### config.mk
export PLATFORM = sky130hd
export DESIGN_NAME = sonar_ranging_sequencer
export DESIGN_NICKNAME = d
export VERILOG_FILES = /design/src/sonar_pkg.sv /design/src/sonar_ranging_sequencer.sv /design/src/half_period_timer.sv
export SDC_FILE = /design/constraint.sdc
export NUM_CORES = 1
export LEC_CHECK = 0
export ABC_AREA = 1
export CORE_MARGIN = 5
export CORE_UTILIZATION = 45
export DETAILED_ROUTE_END_ITERATION = 16
export DONT_BUFFER_PORTS = 1
export HOLD_SLACK_MARGIN = 0.05
export PLACE_DENSITY_LB_ADDON = 0.1
export SLEW_MARGIN = 20
export SYNTH_ARGS = -nofsm -noshare
export SYNTH_HDL_FRONTEND = slang
export SYNTH_HIERARCHICAL = 1
export SYNTH_SLANG_ARGS = --single-unit
### constraint.sdc
create_clock -name clk -period 3.6 [get_ports clk]
set_input_delay 0.54 -clock clk [delete_from_list [all_inputs] [get_ports clk]]
set_output_delay 0.54 -clock clk [all_outputs]
set_load 0.02 [all_outputs]
### src/sonar_pkg.sv
// ============================================================
// sonar ranging sequencer constants
package sonar_pkg;

    // ============================================================
    // clock and time base
    localparam int unsigned CLK_HZ       = 25_000_000;
    localparam int unsigned CYC_PER_US   = CLK_HZ / 1_000_000;
    localparam int unsigned TIMER_W      = 20;

    // ============================================================
    // oscillator rates (420 kHz resonator / 8.5 and / 4.5)
    localparam int unsigned TX_FREQ_HZ   = 49_400;
    localparam int unsigned RX_FREQ_HZ   = 93_300;
    localparam int unsigned HALF_W       = 9;
    localparam logic [HALF_W-1:0] HALF_TX_CYC = HALF_W'(CLK_HZ / (2 * TX_FREQ_HZ));
    localparam logic [HALF_W-1:0] HALF_RX_CYC = HALF_W'(CLK_HZ / (2 * RX_FREQ_HZ));

    // ============================================================
    // burst, blanking, gain
    localparam int unsigned PULSE_W      = 5;
    localparam logic [PULSE_W-1:0] LAST_PULSE = 5'h0F;
    localparam int unsigned BLANK_US     = 3800;
    localparam int unsigned BLANK_CYC_DEF = BLANK_US * CYC_PER_US;
    localparam int unsigned GAIN_W       = 4;
    localparam logic [GAIN_W-1:0] GAIN_LAST = 4'hB;
    localparam int unsigned TIMED_STEPS  = 11;
    localparam int unsigned STEP_END_US [0:TIMED_STEPS-1] =
        '{2380, 5120, 7870, 10610, 13350, 16090, 18840, 21580, 27070, 32550, 38040};

    typedef logic [TIMER_W-1:0] step_cyc_t [0:TIMED_STEPS-1];

    function automatic step_cyc_t step_cyc_default();
        step_cyc_t r;
        for (int i = 0; i < TIMED_STEPS; i++)
        begin
            r[i] = TIMER_W'(STEP_END_US[i] * CYC_PER_US);
        end
        return r;
    endfunction

    // ============================================================
    // pin input positions in the synchroniser vector
    localparam int unsigned IN_N       = 4;
    localparam int unsigned IN_TRIG    = 0;
    localparam int unsigned IN_BYPASS  = 1;
    localparam int unsigned IN_FBLANK  = 2;
    localparam int unsigned IN_ECHO    = 3;

    typedef enum logic [1:0] {ST_IDLE, ST_TX, ST_LISTEN} seq_state_t;

endpackage

### src/sonar_ranging_sequencer.sv
`timescale 1ns/1ps
// Summary of operation
// - a high range trigger starts a new measurement cycle.
// - each trigger rise yields exactly one burst of 16 pulses on burst_drive_out.
// - resonator_clock_out toggles only while the trigger is high.
// - the clock runs at resonator/8.5 for the first 16 cycles, then resonator/4.5.
// - echo_receive_in is ignored for a 3.8 ms blanking time after the trigger rises.
// - blank_bypass high ends blanking at once and enables the echo input.
// - force_blank high ignores the echo input and clears target_detect_out.
// - a 4-bit gain code steps through 12 values each cycle.
// - the gain code is the unsigned step number, 0 through 11, bit 3 the msb.
// - steps 0 to 10 end at fixed times after the trigger rise; step 11 holds to the fall.
// - clock and burst run at 49.4 kHz during the burst, then clock 93.3 kHz, burst off.
module sonar_ranging_sequencer
    import sonar_pkg::*;
#(
    parameter logic [TIMER_W-1:0] BLANK_CYC    = TIMER_W'(BLANK_CYC_DEF),
    parameter step_cyc_t          STEP_END_CYC = step_cyc_default()
)
(
    // clock and reset
    input  wire logic clk,
    input  wire logic rstn,
    // host control pins
    input  wire logic range_trigger,
    input  wire logic blank_bypass,
    input  wire logic force_blank,
    // analogue receiver
    input  wire logic echo_receive_in,
    output logic      target_detect_out,
    output logic      gain_bit0,
    output logic      gain_bit1,
    output logic      gain_bit2,
    output logic      gain_bit3,
    // transducer side
    output logic      resonator_clock_out,
    output logic      burst_drive_out
);

    // ============================================================
    // state
    typedef struct packed {
        logic [IN_N-1:0]    s1;
        logic [IN_N-1:0]    s2;
        logic [IN_N-1:0]    s3;
        logic [IN_N-1:0]    filt;
        seq_state_t         st;
        logic [TIMER_W-1:0] timer;
        logic [PULSE_W-1:0] pulses;
        logic [GAIN_W-1:0]  gain;
        logic               bypassed;
        logic               osc;
        logic               burst;
        logic               detect;
    } seq_t;

    seq_t                r_ff;
    seq_t                nxt_r;
    logic                tick;
    logic                trig_f;
    logic                bypass_f;
    logic                fblank_f;
    logic                echo_f;
    logic                blank_now;
    logic [HALF_W-1:0]   half_cyc;

    assign trig_f    = r_ff.filt[IN_TRIG];
    assign bypass_f  = r_ff.filt[IN_BYPASS];
    assign fblank_f  = r_ff.filt[IN_FBLANK];
    assign echo_f    = r_ff.filt[IN_ECHO];
    // bypass acts in the same cycle it is seen, and stays latched
    assign blank_now = !r_ff.bypassed && !bypass_f && (r_ff.timer < BLANK_CYC);
    assign half_cyc  = (r_ff.st == ST_TX) ? HALF_TX_CYC : HALF_RX_CYC;

    // ============================================================
    // resonator clock divider
    half_period_timer u_timer (
        .clk      (clk),
        .rstn     (rstn),
        .run      (r_ff.st != ST_IDLE),
        .half_cyc (half_cyc),
        .tick     (tick)
    );

    // ============================================================
    // next state
    always_comb
    begin
        nxt_r    = r_ff;
        // a change counts only once stages two and three agree
        nxt_r.s1[IN_TRIG]   = range_trigger;
        nxt_r.s1[IN_BYPASS] = blank_bypass;
        nxt_r.s1[IN_FBLANK] = force_blank;
        nxt_r.s1[IN_ECHO]   = echo_receive_in;
        nxt_r.s2 = r_ff.s1;
        nxt_r.s3 = r_ff.s2;
        nxt_r.filt = (r_ff.s2 & r_ff.s3) | (r_ff.filt & (r_ff.s2 ^ r_ff.s3));

        case (r_ff.st)
            ST_IDLE:
            begin
                if (trig_f)
                begin
                    nxt_r.st       = ST_TX;
                    nxt_r.timer    = '0;
                    nxt_r.pulses   = '0;
                    nxt_r.gain     = '0;
                    nxt_r.bypassed = 1'b0;
                    nxt_r.detect   = 1'b0;
                end
            end
            ST_TX:
            begin
                if (tick)
                begin
                    nxt_r.osc   = ~r_ff.osc;
                    nxt_r.burst = ~r_ff.osc;
                    if (r_ff.osc)
                    begin
                        nxt_r.pulses = r_ff.pulses + PULSE_W'(1);
                        if (r_ff.pulses == LAST_PULSE)
                        begin
                            // sixteenth pulse done: burst off, faster clock
                            nxt_r.st    = ST_LISTEN;
                            nxt_r.burst = 1'b0;
                        end
                    end
                end
            end
            ST_LISTEN:
            begin
                if (tick)
                    nxt_r.osc = ~r_ff.osc;
            end
            default:
            begin
                nxt_r.st = ST_IDLE;
            end
        endcase

        if (r_ff.st != ST_IDLE)
        begin
            if (r_ff.timer != {TIMER_W{1'b1}})
                nxt_r.timer = r_ff.timer + TIMER_W'(1);
            // last step has no end time; it waits for the trigger to fall
            if (r_ff.gain != GAIN_LAST && r_ff.timer == STEP_END_CYC[r_ff.gain])
                nxt_r.gain = r_ff.gain + GAIN_W'(1);
            if (bypass_f)
                nxt_r.bypassed = 1'b1;
            if (fblank_f)
                nxt_r.detect = 1'b0;
            else if (echo_f && !blank_now)
                nxt_r.detect = 1'b1;
        end

        if (!trig_f)
        begin
            nxt_r.st       = ST_IDLE;
            nxt_r.osc      = 1'b0;
            nxt_r.burst    = 1'b0;
            nxt_r.detect   = 1'b0;
            nxt_r.gain     = '0;
            nxt_r.timer    = '0;
            nxt_r.pulses   = '0;
            nxt_r.bypassed = 1'b0;
        end
    end

    always_ff @(posedge clk)
    begin
        if (!rstn)
            r_ff <= '0;
        else
            r_ff <= nxt_r;
    end

    // ============================================================
    // outputs, each a flip-flop bit
    assign target_detect_out   = r_ff.detect;
    assign gain_bit0           = r_ff.gain[0];
    assign gain_bit1           = r_ff.gain[1];
    assign gain_bit2           = r_ff.gain[2];
    assign gain_bit3           = r_ff.gain[3];
    assign resonator_clock_out = r_ff.osc;
    assign burst_drive_out     = r_ff.burst;

    // ============================================================
    // checks
    int unsigned burst_rises_ff;
    int unsigned half_len_ff;

    always_ff @(posedge clk)
    begin
        // idle restarts both, so the first half period is measured from cycle start
        if (!rstn || r_ff.st == ST_IDLE)
        begin
            burst_rises_ff <= 0;
            half_len_ff    <= 0;
        end
        else
        begin
            if (!r_ff.burst && nxt_r.burst)
                burst_rises_ff <= burst_rises_ff + 1;
            if (r_ff.osc != nxt_r.osc)
                half_len_ff <= 1;
            else
                half_len_ff <= half_len_ff + 1;
        end
    end

    a_trigger_starts: assert property (
        @(posedge clk) disable iff (!rstn)
        (r_ff.st == ST_IDLE && trig_f) |=> (r_ff.st == ST_TX && r_ff.timer == '0))
        else $error("trigger did not start a cycle");

    a_sixteen_pulses: assert property (
        @(posedge clk) disable iff (!rstn)
        (r_ff.st == ST_TX && nxt_r.st == ST_LISTEN) |-> (burst_rises_ff == 16))
        else $error("burst did not hold sixteen pulses");

    a_osc_idle_low: assert property (
        @(posedge clk) disable iff (!rstn)
        !trig_f |=> (!resonator_clock_out && !burst_drive_out))
        else $error("clock or burst active with trigger low");

    a_tx_half_period: assert property (
        @(posedge clk) disable iff (!rstn)
        (r_ff.st == ST_TX && $past(r_ff.st) == ST_TX && $changed(resonator_clock_out)
         && $past(half_len_ff) > 1) |-> ($past(half_len_ff) == int'(HALF_TX_CYC)))
        else $error("transmit half period wrong");

    a_listen_quiet: assert property (
        @(posedge clk) disable iff (!rstn)
        (r_ff.st == ST_LISTEN) |-> !burst_drive_out)
        else $error("burst active after transmit");

    a_blank_masks: assert property (
        @(posedge clk) disable iff (!rstn)
        $rose(target_detect_out) |-> $past(!blank_now && echo_f && !fblank_f))
        else $error("detect set during blanking");

    a_force_clears: assert property (
        @(posedge clk) disable iff (!rstn)
        fblank_f |=> !target_detect_out)
        else $error("force blank did not clear detect");

    a_bypass_opens: assert property (
        @(posedge clk) disable iff (!rstn)
        (r_ff.st != ST_IDLE && trig_f && bypass_f && echo_f && !fblank_f)
            |=> target_detect_out)
        else $error("bypass did not enable echo input");

    a_gain_range: assert property (
        @(posedge clk) disable iff (!rstn)
        r_ff.gain <= GAIN_LAST)
        else $error("gain code past last step");

    a_gain_steps: assert property (
        @(posedge clk) disable iff (!rstn)
        ($changed(r_ff.gain) && r_ff.st != ST_IDLE && $past(r_ff.st) != ST_IDLE)
            |-> (r_ff.gain == $past(r_ff.gain) + GAIN_W'(1)))
        else $error("gain code skipped a step");

    a_gain_timing: assert property (
        @(posedge clk) disable iff (!rstn)
        (r_ff.st != ST_IDLE && trig_f && r_ff.gain != GAIN_LAST
         && r_ff.timer == STEP_END_CYC[r_ff.gain])
            |=> (r_ff.gain == $past(r_ff.gain) + GAIN_W'(1)))
        else $error("gain step ended at wrong time");

    a_detect_held: assert property (
        @(posedge clk) disable iff (!rstn)
        (target_detect_out && trig_f && !fblank_f) |=> target_detect_out)
        else $error("detect dropped without cause");

    a_trigger_low_idle: assert property (
        @(posedge clk) disable iff (!rstn)
        !trig_f |=> (r_ff.st == ST_IDLE && r_ff.gain == '0 && !target_detect_out))
        else $error("trigger low did not idle");

endmodule

### src/half_period_timer.sv
`timescale 1ns/1ps
// ============================================================
// half-period tick source for the resonator clock
module half_period_timer
    import sonar_pkg::*;
(
    // clock and reset
    input  wire logic              clk,
    input  wire logic              rstn,
    // control
    input  wire logic              run,
    input  wire logic [HALF_W-1:0] half_cyc,
    // tick, one cycle per half period
    output logic                   tick
);

    typedef struct packed {
        logic [HALF_W-1:0] cnt;
        logic              tick;
    } tmr_t;

    tmr_t r_ff;
    tmr_t nxt_r;

    always_comb
    begin
        nxt_r      = r_ff;
        nxt_r.tick = 1'b0;
        if (!run)
        begin
            nxt_r.cnt = '0;
        end
        else if (r_ff.cnt >= half_cyc - HALF_W'(1))
        begin
            // >= so a shorter period taking over never overruns
            nxt_r.cnt  = '0;
            nxt_r.tick = 1'b1;
        end
        else
        begin
            nxt_r.cnt = r_ff.cnt + HALF_W'(1);
        end
    end

    always_ff @(posedge clk)
    begin
        if (!rstn)
            r_ff <= '0;
        else
            r_ff <= nxt_r;
    end

    assign tick = r_ff.tick;

endmodule

* Word level (Yosys, flattened, before mapping)
Memory sizes are Yosys's and may differ from the RTL's.
Cells that the tools add are included.
** Storage, ports and cells
- Output and inout port bits :: 7
- Memories :: 1
- Bits of input ports :: 6
- Memory bits (read-only) :: 320
- Flip-flop bits (word level) :: 61
- Word-level logic and storage cells :: 87
** Cells by class
- Bitwise operators :: 9
- Equal/unequal tests :: 10
- $lt $le $gt $ge :: 3
- $add $sub $neg :: 5
- Muxes and demuxes :: 27
- Reductions and logical operators :: 18
** Memory list
- (name not given) :: words 16, bits a word 20, rd ports 1, clocked after memory_dff 0, wr ports 0, RTL line sonar_ranging_sequencer.sv:146 : if (r_ff.gain != GAIN_LAST && r_ff.timer == STEP_END_CYC[r_ff.gain])
** Operators with widths (number)
- 20-bit 2-to-1 mux :: 5
- 20-bit by 1-bit adder with 20-bit output (second input constant) :: 1
- 20-bit equality test :: 1
- 20-bit by 17-bit < comparator with 1-bit output (second input constant) :: 1
- 5-bit 2-to-1 mux :: 4
- 20-bit inequality test (second input constant) :: 1
- 5-bit one-hot mux with 2 select lines :: 1
- 9-bit by 1-bit adder with 9-bit output (second input constant) :: 1
- 9-bit greater-or-equal comparator :: 1
- 1-bit 2-to-1 mux :: 9
- 8-bit by 1-bit subtractor with 9-bit output (second input constant) :: 1
- 4-bit AND :: 2
- 2-bit 2-to-1 mux :: 4
- 7-bit 2-to-1 mux :: 1
- 2-bit by 1-bit inequality test with 1-bit output (second input constant) :: 3
- 2-bit one-hot mux with 3 select lines :: 1
- 2-bit AND reduction :: 3
- 3-bit AND reduction :: 2
- 2-bit nonzero test :: 3
- 5-bit by 1-bit adder with 5-bit output (second input constant) :: 1
- 5-bit by 4-bit equality test with 1-bit output (second input constant) :: 1
- 5-bit greater-or-equal comparator (second input constant) :: 1
- 4-bit inverter with 5-bit output :: 1
- 4-bit by 1-bit adder with 4-bit output (second input constant) :: 1
- 14 further kinds :: 22

* Logic depth before layout (Yosys ltp)
Gate-level depths: netlist of the first run.
- Word-level depth :: 8
- Gate-level depth with buffers :: 16
- Gate-level depth less buffers :: 16

* Modules after synthesis
Netlist of the first run, hierarchy kept.
** Modules (own cells, without submodules)
- sonar_ranging_sequencer :: instances 1, sequential area each 1021.0 um2, cells each 469, area each 3116.7 um2
- half_period_timer :: instances 1, sequential area each 200.2 um2, cells each 103, area each 760.7 um2

* Least setup slack after synthesis of the first run
OpenSTA, ideal clock, no wires.
- Path kind :: flip-flop to flip-flop
- Start :: reg r_ff[33] (netlist name)
- End :: reg u_timer/r_ff[1] (netlist name)
- Data required time :: 3.483 ns
- Period minus slack after synthesis :: 2.183 ns
- Path slack :: 1.417 ns
- Cell stages (with the launch flop) :: 12
- Data arrival time :: 2.066 ns
- Setup time :: 0.117 ns
- Path buffers :: 0
- Cell sequence :: dfxtp_1 > inv_1 > nor2_1 > xor2_1 > ha_1 > nand2_1 > nor2_1 > nand2_1 > nand3_1 > nand2_1 > nand3_2 > nor2_1
** On the way
- Cells in the longest elaborated chain, start to end :: 5
- Elaborated cells on any way between the ends :: 7
- Classes of those cells :: add/sub: 1; order compare: 1; eq/ne: 1; mux: 1; bitwise: 1; reduce/logical: 2
** Ends and longest elaborated chain
- start: declaration :: RTL line sonar_ranging_sequencer.sv:57 : seq_t r_ff;
- start signal: assignment :: RTL line sonar_ranging_sequencer.sv:174 : r_ff <= nxt_r;
- 2-bit by 1-bit equality test with 1-bit output :: RTL line sonar_ranging_sequencer.sv:73 : assign half_cyc = (r_ff.st == ST_TX) ? HALF_TX_CYC : HALF_RX_CYC;
- 7-bit 2-to-1 mux :: RTL line sonar_ranging_sequencer.sv:73
- net half_cyc[3] :: RTL line sonar_ranging_sequencer.sv:65 : logic [HALF_W-1:0] half_cyc;
- 8-bit by 1-bit subtractor with 9-bit output :: RTL line half_period_timer.sv:33 : else if (r_ff.cnt >= half_cyc - HALF_W'(1))
- 9-bit greater-or-equal comparator :: RTL line half_period_timer.sv:33
- 3-bit OR reduction (no source line)
- end signal: assignment :: RTL line half_period_timer.sv:50 : r_ff <= nxt_r;
- end: declaration :: RTL line half_period_timer.sv:22 : tmr_t r_ff;
The timed path passes the listed nets, and every way through them passes these cells.
A chain may end at the register's enable or synchronous reset.

* Worst setup path after layout of the first run
- Start :: reg r_ff (netlist bit gain_bit1)
- End :: reg r_ff (netlist bit gain_bit1)
** On the way
- Cells in the longest elaborated chain, start to end :: 8
- Elaborated cells on any way between the ends :: 11
- Classes of those cells :: add/sub: 1; eq/ne: 2; mux: 5; bitwise: 1; reduce/logical: 1; memory: 1
** Ends and longest elaborated chain
- 4-bit inverter with 5-bit output (implied by the code) :: RTL line sonar_ranging_sequencer.sv:146
- memory 16 x 20 bit
- 20-bit 2-to-1 mux (implied by the code) (2 in a row) :: RTL line sonar_ranging_sequencer.sv:146
- 20-bit equality test :: RTL line sonar_ranging_sequencer.sv:146
- 1-bit logical AND :: RTL line sonar_ranging_sequencer.sv:146
- 4-bit 2-to-1 mux :: RTL line sonar_ranging_sequencer.sv:146
- 5-bit 2-to-1 mux * :: RTL line sonar_ranging_sequencer.sv:141 : if (r_ff.st != ST_IDLE)
Every way passes the cells marked *; elsewhere a longest branch is shown, timed or not. The select of a mux whose other input is x is not followed.

==> qor.txt, run 1 <==
=========================================================================
Result of the run .......................................... complete, no violations
Worst Path Arrival .........................................      2.80 ns
Maximum clock skew at final layout .........................   0.00880 ns
Simple logic cell fraction of the synthesized area .........        39.1%
Number of CTS-inserted buffers .............................            9
Initial standard-cell utilization of the core ..............        46.7%
Final setup vio count ......................................            0
Remaining global-route overflow ............................            0
Maximum net fanout on the critical path ....................           10
Synth top area share .......................................        31.5%
Number of buffer cells added on primary ports ..............            0
Clock transition at path regs ..............................      0.07 ns
DIE WIDTH ..................................................  103 microns
Hold Fails Final Rpt .......................................            0
# resized after CTS ........................................            0
Commonest cells after routing, fill and taps aside ......... sky130_fd_sc_hd__nand2_1 (146), sky130_fd_sc_hd__inv_1 (77), sky130_fd_sc_hd__nor2_1 (67), sky130_fd_sc_hd__dfxtp_1 (61), sky130_fd_sc_hd__nand3_1 (40)
Total leakage power ........................................      1.94 nW
Max cap viols ..............................................            0
Fraction of the yosys area taken by sequential cells .......        31.5%
Non-filler instance count after layout .....................          696
Via count ..................................................         3380
CORE AREA ..................................................   8300 sq um
Achievable frequency .......................................      397 MHz
Actual slew at the worst max-slew pin ......................     0.752 ns
Routed met1 length .........................................      3.96 mm
Period Utilization, post-route .............................        70.0%
DPL Wire Length ............................................      6.53 mm
Routed wire length .........................................      8.35 mm
Count of different cell masters after synthesis ............           35
Area occupied by multi-input gates .........................   2320 sq um
Slew Viols, Final ..........................................            0
Type of destination of the critical path ...................    flip-flop
Min-Delay Path Class ....................................... input pin to flip-flop
Proportion of layout cells with a drive suffix above 1 .....        10.2%
Initial drt markers ........................................          132
Routability congestion estimate ............................        0.904
Total of hold buffers inserted after clock tree synthesis ..            0
Routed len/inst ............................................ 12.0 microns
Required time reported for the critical path endpoint ......      3.88 ns
Power density cells ........................................  328 nW/um^2
Highest metal used .........................................         met4
Vias per std cell ..........................................         4.86
Clock insertion delay at the later pin of the skew report ..      0.34 ns
Initial antenna violation count ............................            0
Library cell with the largest summed area after synthesis .. sky130_fd_sc_hd__dfxtp_1
Maximum count of clock buffers along a single path .........            2
Pin count of the biggest net entering global routing .......           22
Average cell area after synthesis ..........................   6.78 sq um
Nature of the critical path startpoint .....................    flip-flop
Number of rows created at floorplan ........................           33
DRC ........................................................            0
Adder-Cell Fraction of Synth Area ..........................        9.36%
Leading post-synthesis cells by cell area .................. sky130_fd_sc_hd__dfxtp_1 (31%), sky130_fd_sc_hd__nand2_1 (14%), sky130_fd_sc_hd__ha_1 (9.4%)
Total iterations of the first detailed-routing run .........            5
DRT antenna net count ......................................            0
CTS Sinks ..................................................           61
Yosys warns ................................................            6
Post-CTS Setup Bufs ........................................            0
Synthesized instance count .................................          572
Unrepaired setup endpoints after global routing ............        false
Global-route wire length before repair .....................      14.3 mm
Storage cell area ..........................................   1220 sq um
Vias in the first global route .............................         3053
Dominant combinational cell family by area after synthesis . simple AND/OR/NAND/NOR gates
Max-slew headroom ..........................................        49.8%
Synth Area in Compound Gates ...............................        7.78%
Count of inserted antenna diode cells ......................            0
I/O pins ...................................................           13
H-tree levels ..............................................            3
Synthesis-stage register bit count .........................           61
Number of inserted filler cells in the final layout ........          844
Clock root cell ............................................ sky130_fd_sc_hd__clkbuf_8
Netlist Area Pre-Place .....................................   3880 sq um
Maximum ir drop on the vdd rail ............................       268 uV
Met2 routed wirelength .....................................      3.88 mm
Post-layout minimum cycle time .............................      2.52 ns
Clock tree from TritonCTS ..................................        built
Overall track demand over capacity in global routing .......        17.3%
Fraction of synthesized cell area in xor and xnor cells ....        2.94%
Most common cell after layout, fill and taps aside ......... sky130_fd_sc_hd__nand2_1
Summed negative setup slack over all endpoints .............         0 ns
Portion of netlist area occupied by mux cells ..............           0%
Die H ......................................................  103 microns
Layout overhead on the synthesized area ....................        9.07%
Cell total after placement .................................          680
Met3 Wirelength ............................................  289 microns
Area of the die ............................................  10600 sq um
Final Net Count ............................................          621
Crit Path Category ......................................... flip-flop to flip-flop
=========================================================================
registers in the layout (all words and copies together), names as in the netlist:
signal and cells:
r_ff 33, u_timer/r_ff 9, nxt_r 8, burst_drive_out 1, bypass_f 1, echo_f 1
fblank_f 1, gain_bit0 1, gain_bit1 1, gain_bit2 1, gain_bit3 1, resonator_clock_out 1
target_detect_out 1, u_timer/tick 1
layer usage:
layer  global-route usage (%)  up-vias
li1                         -     1836
met1                     21.5     1469
met2                     28.4       57
met3                     3.65       18
met4                     8.37        0
met5                        0        -
report_power, final:
| part | total (W) | internal [W] | switching [W] |
|---|---|---|---|
| Sequential | 0.000682 | 0.000680 | 0.00000186 |
| Clock | 0.000677 | 0.000393 | 0.000284 |
| Combinational | 0.0000275 | 0.0000120 | 0.0000155 |
worst max-delay path: stages (launching register included):
cell and delay [ns]:
sky130_fd_sc_hd__dfxtp_1 0.67, sky130_fd_sc_hd__inv_1 0.29, sky130_fd_sc_hd__ha_1 0.49, sky130_fd_sc_hd__nand3_2 0.15, sky130_fd_sc_hd__nand4_1 0.11, sky130_fd_sc_hd__nand2_1 0.07, sky130_fd_sc_hd__nor2_2 0.13, sky130_fd_sc_hd__nand2_2 0.07
sky130_fd_sc_hd__nor2_4 0.14, sky130_fd_sc_hd__nand3_2 0.11, sky130_fd_sc_hd__nand2_1 0.08, sky130_fd_sc_hd__nand2_1 0.05, sky130_fd_sc_hd__nor2_1 0.08
cell usage after synthesis, drive strengths merged:
cell type / count
nand2: 158
inv: 81
nor2: 79
dfxtp: 61
nand3: 45
a21oi: 34
ha: 29
o21ai: 18
nor3: 17
nand4: 16
xor2: 7
xnor2: 6
buf: 5
nand3b: 3
o21a: 3
conb: 2
nor4: 2
or2: 2
and3: 1
clkbuf: 1
clkinv: 1
o21bai: 1
logic make-up (layout without fill, tap and decap cells):
group | count (synthesis) | count (layout)
xor gates and xnor gates | 13 | 13
and+or+nand+nor | 323 | 323
adders and majority gates | 29 | 29
other | 2 | 8
DFF | 61 | 61
buffers and inverters | 88 | 101
AOI/OAI and AO/OA | 56 | 56
per-stage QoR:
step / hold WS (ns) / total power, W / setup slack (ns) / instance area, sq um / util [%]
after detailed placement: 0.395 / 0.000724 / 1.08 / 4010 / 48.3
after global routing: 0.280 / 0.00145 / 0.841 / 4230 / 51.0
after floorplan: 0.390 / 0.000722 / 1.42 / 3900 / -
after global placement: 0.393 / 0.000723 / 1.11 / 4010 / 48.3
final: 0.290 / 0.00139 / 1.08 / 4230 / 51.0
after CTS: 0.266 / 0.00141 / 1.06 / 4230 / 51.0
worst paths after layout:
| path | slack [ns] | cells after the start | startpoint | to |
|---|---|---|---|---|
| setup / recovery | 1.08 | 12 | gain_bit1 | gain_bit1 |
| hold reg to reg | 0.41 | 2 | nxt_r[45] | nxt_r[41] |
| setup reg to reg | 1.08 | 12 | gain_bit1 | gain_bit1 |
| hold / removal | 0.29 | 2 | rstn | nxt_r[45] |
cell type report:
cell class | instances | area share (%)
Tap cell | 105 | 3.11
Inverter | 82 | 7.28
Multi-Input combinational cell | 429 | 54.9
Sequential cell | 61 | 28.9
Clock buffer | 9 | 2.93
Timing Repair Buffer | 3 | 0.533
Clock inverter | 7 | 2.34
(Power assumes the default switching activity.)
==> run 2: changes to the inputs <==
==> constraint.sdc (replaced) <==
create_clock -name clk -period 2.3 [get_ports clk]
set_input_delay 0.345 -clock clk [delete_from_list [all_inputs] [get_ports clk]]
set_output_delay 0.345 -clock clk [all_outputs]
set_load 0.02 [all_outputs]
==> qor.txt, run 2 (synthesis results as in run 1) <==
==========================================================================
Cell Area, Placed ...........................................   4070 sq um   +1.5%
DIE WIDTH ...................................................  103 microns   unchanged
Via count ...................................................         3528   +4.4%
Maximum net fanout on the critical path .....................            5   -5
Maximum clock skew at final layout ..........................   0.00985 ns   +0.00104 ns
Net switching power of the design ...........................   0.000494 W   +64%
Achievable frequency ........................................      493 MHz   +24%
Combinational share of power ................................         2.0%   about the same
DPL Wire Length .............................................      6.88 mm   +5.5%
Family with the most delay on the worst path ................ simple AND/OR/NAND/NOR gates
Initial antenna violation count .............................            0   unchanged
Clock insertion delay at the later pin of the skew report ...      0.35 ns   about the same
Unrepaired setup endpoints after global routing .............        false
Total internal power ........................................    0.00170 W   +57%
DRC .........................................................            0   unchanged
Final setup vio count .......................................            0   unchanged
Layout overhead on the synthesized area .....................        10.7%
Total iterations of the first detailed-routing run ..........            5   unchanged
Clock root cell ............................................. sky130_fd_sc_hd__clkbuf_8
Register-to-register path setup slack .......................      0.27 ns   -0.81 ns
Commonest cells after routing, fill and taps aside .......... sky130_fd_sc_hd__nand2_1 (146), sky130_fd_sc_hd__inv_1 (77), sky130_fd_sc_hd__nor2_1 (67), sky130_fd_sc_hd__dfxtp_1 (61), sky130_fd_sc_hd__nand3_1 (40)
Type of destination of the critical path ....................    flip-flop
DRT antenna net count .......................................            0   unchanged
Slew Viols, Final ...........................................            0   unchanged
Total leakage power .........................................      1.98 nW   +2.1%
Proportion of layout cells with a drive suffix above 1 ......        11.4%   +1.2 points
Register containing the most flip-flops in the final layout .         r_ff
Nature of the critical path startpoint ......................    flip-flop
Met3 track demand over resource .............................        3.59%   -0.068 points
CORE AREA ...................................................   8300 sq um   unchanged
Sum of buffers and inverters on the critical path ...........            1   unchanged
Post-route worst hold slack .................................    0.0889 ns   -0.201 ns
I/O pins ....................................................           13   unchanged
Delay of the slowest cell on the worst path .................      0.45 ns   -0.22 ns
Clock transition at path regs ...............................      0.08 ns   about the same
Maximum ir drop on the vdd rail .............................       381 uV   +42%
Max cap viols ...............................................            0   unchanged
Routability congestion estimate .............................        0.912   +0.90%
Routed len/inst ............................................. 12.5 microns   +3.9%
Remaining global-route overflow .............................            0   unchanged
Vias per std cell ...........................................         5.01   +3.2%
Vias in the first global route ..............................         3323   +8.8%
Post-CTS Setup Bufs .........................................            0   unchanged
Initial drt markers .........................................          215   +63%
Initial standard-cell utilization of the core ...............        46.7%   unchanged
Switching fraction of total power ...........................        22.5%   +0.80 points
Number of inserted filler cells in the final layout .........          845   +0.12%
Global-route wire length before repair ......................      15.2 mm   +6.2%
Power density cells .........................................  511 nW/um^2   +56%
Total of hold buffers inserted after clock tree synthesis ...            0   unchanged
Critical-path cell with the highest stage delay ............. sky130_fd_sc_hd__ha_1
Number of buffer cells added on primary ports ...............            0   unchanged
Relative contribution of the clock network to total power ...        49.3%   +0.5 points
Relative contribution of sequential cells to total power ....        48.7%   -0.5 points
Worst Path Arrival ..........................................      2.32 ns   -0.48 ns
Number of rows created at floorplan .........................           33   unchanged
Required time reported for the critical path endpoint .......      2.59 ns   -1.29 ns
Final Net Count .............................................          629   +1.3%
Period Utilization, post-route ..............................        88.2%   +18 points
Count of inserted antenna diode cells .......................            0   unchanged
Crit Path Category .......................................... flip-flop to flip-flop
Final design instance area without fill .....................   4290 sq um   +1.5%
Maximum count of clock buffers along a single path ..........            2   unchanged
Number of CTS-inserted buffers ..............................            9   unchanged
CTS Sinks ...................................................           61   unchanged
H-tree levels ...............................................            3   unchanged
Min-Delay Path Class ........................................ input pin to flip-flop
Post-layout minimum cycle time ..............................      2.03 ns   -0.490 ns
Clock tree from TritonCTS ...................................        built
Routed wire length ..........................................      8.78 mm   +5.1%
Met2 capacity usage during global routing ...................        31.2%   +2.9 points
Result of the run ........................................... complete, no violations
Area of the die .............................................  10600 sq um   unchanged
Top Usage Layer GRT .........................................         met2
# resized after CTS .........................................            0   unchanged
Most common cell after layout, fill and taps aside .......... sky130_fd_sc_hd__nand2_1
Number of flip-flops under the largest register name ........           33   unchanged
Die H .......................................................  103 microns   unchanged
Overall track demand over capacity in global routing ........        18.3%   +1.1 points
Routing usage on met1 .......................................        22.4%   +0.90 points
Hold Fails Final Rpt ........................................            0   unchanged
Most common cell type on the critical path .................. sky130_fd_sc_hd__nand2_1
Summed negative setup slack over all endpoints ..............         0 ns   unchanged
Pin count of the biggest net entering global routing ........           21   -4.5%
CP cell instances ........................................... inv_1 > ha_1 > nand3_2 > nand4_1 > nand2_1 > nor2_2 > nand2_2 > nor2_4 > nand3_2 > nand2_1 > nand2_1 > nor2_1
==========================================================================
[run 2: routing by layer]
layer / part of all wire, % / vias up
met5: 0 / -
met3: 5.0 / 19
met4: 2.4 / 0
met1: 45 / 1555
met2: 48 / 92
li1: - / 1862
[run 2: final cells by class]
class,count,area (sq um),share of cell area [%]
clock buffer,9,124,2.89
tap,105,131,3.06
inverter,82,308,7.17
multi-input combinational,429,2320,54.1
sequential,61,1220,28.5
clock inverter,7,97.6,2.27
timing repair buffer,11,86.3,2.01
[run 2: final timing paths]
| kind | from | end | cells past startpoint |
|---|---|---|---|
| hold reg to reg | nxt_r[46] | nxt_r[42] | 2 |
| setup / recovery | gain_bit0 | gain_bit1 | 12 |
| hold / removal | rstn | nxt_r[45] | 2 |
| setup reg to reg | gain_bit0 | gain_bit1 | 12 |
[run 2: power by group through the flow]
stage	logic [W]	clock network [W]	registers (W)
global route	0.0000526	0.00117	0.00107
floorplan	0.0000389	0	0.00109
CTS	0.0000420	0.00111	0.00107
finish	0.0000435	0.00108	0.00107
global placement	0.0000406	0	0.00109
detailed placement	0.0000417	0	0.00109
[run 2: worst register-to-register path: cells and delay by family (launching register included)]
family | cells | cell delay (ns)
DFF | 1 | 0.40
and+or+nand+nor | 10 | 1.00
buffers and inverters | 1 | 0.13
adders and majority gates | 1 | 0.45
[run 2: through the flow]
stage | util (%) | std cells | worst slack (ns) | total power [W]
floorplan | - | 578 | 0.117 | 0.00113
global placement | 49.0 | 688 | 0.329 | 0.00113
detailed placement | 49.0 | 688 | 0.283 | 0.00113
CTS | 51.7 | 704 | 0.259 | 0.00222
global route | 51.7 | 704 | 0.0231 | 0.00229
finish | 51.7 | 704 | 0.270 | 0.00219
==> run 3: changes to the inputs <==
--- a/config.mk
+++ b/config.mk
@@ -6,7 +6,8 @@
 export NUM_CORES = 1
 export LEC_CHECK = 0
 export ABC_AREA = 1
-export CORE_MARGIN = 5
+export ABC_CLOCK_PERIOD_IN_PS = 2300
+export CORE_MARGIN = 2
 export CORE_UTILIZATION = 45
 export DETAILED_ROUTE_END_ITERATION = 16
 export DONT_BUFFER_PORTS = 1
==> qor.txt, run 3 (synthesis results as in run 1) <==
==========================================================================
Result of the run ........................................... complete, no violations
Worst Path Arrival ..........................................      2.32 ns   about the same
Vias per std cell ...........................................         5.00   -0.31%
Remaining global-route overflow .............................            0   unchanged
CTS Sinks ...................................................           61   unchanged
Register containing the most flip-flops in the final layout .         r_ff
Maximum clock skew at final layout ..........................   0.00926 ns   -0.000581 ns
Global-route wire length before repair ......................      15.0 mm   -1.6%
I/O pins ....................................................           13   unchanged
Non-filler instance count after layout ......................          704   unchanged
Min-Delay Path Class ........................................ input pin to flip-flop
CORE AREA ...................................................   8300 sq um   unchanged
Number of rows created at floorplan .........................           33   unchanged
DRC .........................................................            0   unchanged
Post-CTS Setup Bufs .........................................            0   unchanged
Most common cell type on the critical path .................. sky130_fd_sc_hd__nand2_1
Initial antenna violation count .............................            0   unchanged
Highest metal used ..........................................         met4
Achievable frequency ........................................      480 MHz   -2.5%
Period Utilization, post-route ..............................        90.5%   +2.3 points
Routed met1 length ..........................................      4.06 mm   +3.7%
Area of the die .............................................   9380 sq um   -11%
Count of inserted antenna diode cells .......................            0   unchanged
Routability congestion estimate .............................        0.903   -1.0%
Final standard cell utilization of the core .................        51.4%   -0.27 points
Nature of the critical path startpoint ......................    flip-flop
Layout overhead on the synthesized area .....................        10.1%
Most common cell after layout, fill and taps aside .......... sky130_fd_sc_hd__nand2_1
Initial drt markers .........................................          109   -49%
Pin count of the biggest net entering global routing ........           21   unchanged
Max cap viols ...............................................            0   unchanged
Via count ...................................................         3517   -0.31%
Clock transition at path regs ...............................      0.07 ns   about the same
CP cell instances ........................................... inv_1 > ha_1 > nand2_4 > nand2_2 > nand2_1 > nand2_1 > nor2_2 > nand2_1 > nor2_1 > nand2_1 > nor2_4 > nand3_1 > nand2_1 > nor2_1
DPL Wire Length .............................................      6.80 mm   -1.2%
Initial standard-cell utilization of the core ...............        46.7%   unchanged
Post-route worst hold slack .................................    0.0925 ns   +0.00358 ns
Sum of buffers and inverters on the critical path ...........            1   unchanged
Vias in the first global route ..............................         3303   -0.60%
Die H ....................................................... 96.8 microns   -5.8%
Clock insertion delay at the later pin of the skew report ...      0.34 ns   about the same
Family with the most delay on the worst path ................ simple AND/OR/NAND/NOR gates
Routed wire length ..........................................      8.74 mm   -0.50%
Final Net Count .............................................          629   unchanged
Required time reported for the critical path endpoint .......      2.54 ns   -0.05 ns
Number of buffer cells added on primary ports ...............            0   unchanged
Unrepaired setup endpoints after global routing .............        false
Clock root cell ............................................. sky130_fd_sc_hd__clkbuf_8
Total iterations of the first detailed-routing run ..........            4   -1
Critical-path cell with the highest stage delay ............. sky130_fd_sc_hd__dfxtp_1
Commonest cells after routing, fill and taps aside .......... sky130_fd_sc_hd__nand2_1 (146), sky130_fd_sc_hd__inv_1 (77), sky130_fd_sc_hd__nor2_1 (67), sky130_fd_sc_hd__dfxtp_1 (61), sky130_fd_sc_hd__nand3_1 (40)
Delay of the slowest cell on the worst path .................      0.42 ns   -0.03 ns
Maximum net fanout on the critical path .....................            7   +2
Clock tree from TritonCTS ...................................        built
Proportion of layout cells with a drive suffix above 1 ......        11.4%   unchanged
Maximum count of clock buffers along a single path ..........            2   unchanged
Number of flip-flops under the largest register name ........           33   unchanged
H-tree levels ...............................................            3   unchanged
Type of destination of the critical path ....................    flip-flop
Number of CTS-inserted buffers ..............................            9   unchanged
Total leakage power .........................................      1.97 nW   -0.20%
Summed negative setup slack over all endpoints ..............         0 ns   unchanged
DRT antenna net count .......................................            0   unchanged
Final setup vio count .......................................            0   unchanged
Cell total after placement ..................................          688   unchanged
Overall track demand over capacity in global routing ........        19.4%   +1.0 points
Routed len/inst ............................................. 12.4 microns   -0.50%
Power density cells .........................................  486 nW/um^2   -4.8%
Number of inserted filler cells in the final layout .........          889   +5.2%
Maximum ir drop on the vdd rail .............................       297 uV   -22%
Met2 routed wirelength ......................................      4.12 mm   -2.1%
DIE WIDTH ................................................... 96.8 microns   -5.8%
Hold Fails Final Rpt ........................................            0   unchanged
Met3 Wirelength .............................................  304 microns   -31%
Slew Viols, Final ...........................................            0   unchanged
Post-layout minimum cycle time ..............................      2.08 ns   +0.0527 ns
Crit Path Category .......................................... flip-flop to flip-flop
==========================================================================
==> run 3: cell count changes in the layout (fill, tap and decap cells not counted) <==
cell	before	now
sky130_fd_sc_hd__clkinv_4	0	3
sky130_fd_sc_hd__clkinvlp_4	2	0
sky130_fd_sc_hd__bufinv_16	2	1
sky130_fd_sc_hd__clkinv_2	1	2
sky130_fd_sc_hd__inv_6	2	1
==> run 3: per-layer routing <==
metal / vias to the layer above / global-route usage [%]
met5: - / 0
met4: 0 / 7.48
met3: 23 / 4.41
met2: 60 / 33.1
met1: 1573 / 23.6
li1: 1861 / -
==> run 3: timing repair <==
item                       CTS  global route
hold buffers                 0             0
setup endpoints to repair    0             1
gates resized for setup      0             1
==> run 3: final cells by class <==
type	count	area [sq um]	share of cell area [%]
Clock inverter	7	75.1	1.76
Tap cell	105	131	3.08
Timing Repair Buffer	11	86.3	2.02
Inverter	82	308	7.21
Clock buffer	9	124	2.90
Sequential cell	61	1220	28.6
Multi-Input combinational cell	429	2320	54.4
==> run 3: power by group <==
group	switching, W	internal [W]	leakage, nW
registers	0.00000305	0.00106	0.493
clock network	0.000459	0.000505	0.104
logic	0.0000248	0.0000188	1.38
total	0.000487	0.00159	1.97
==> run 3: stage by stage <==
stage	setup slack [ns]	power [W]	area, sq um
2_1_floorplan	0.117	0.00113	3900
3_3_place_gp	0.256	0.00113	4070
3_5_place_dp	0.241	0.00113	4070
4_1_cts	0.221	0.00210	4270
5_1_grt	0.0100	0.00216	4270
6_report	0.218	0.00207	4270
==> run 3: final timing paths <==
path                            startpoint         to  slack, ns  depth (start not counted)
worst max-delay path             gain_bit1  gain_bit0       0.22                         14
worst min-delay path                  rstn   r_ff[39]       0.09                          2
worst max register to register   gain_bit1  gain_bit0       0.22                         14
worst min register to register   nxt_r[45]  nxt_r[41]       0.42                          2
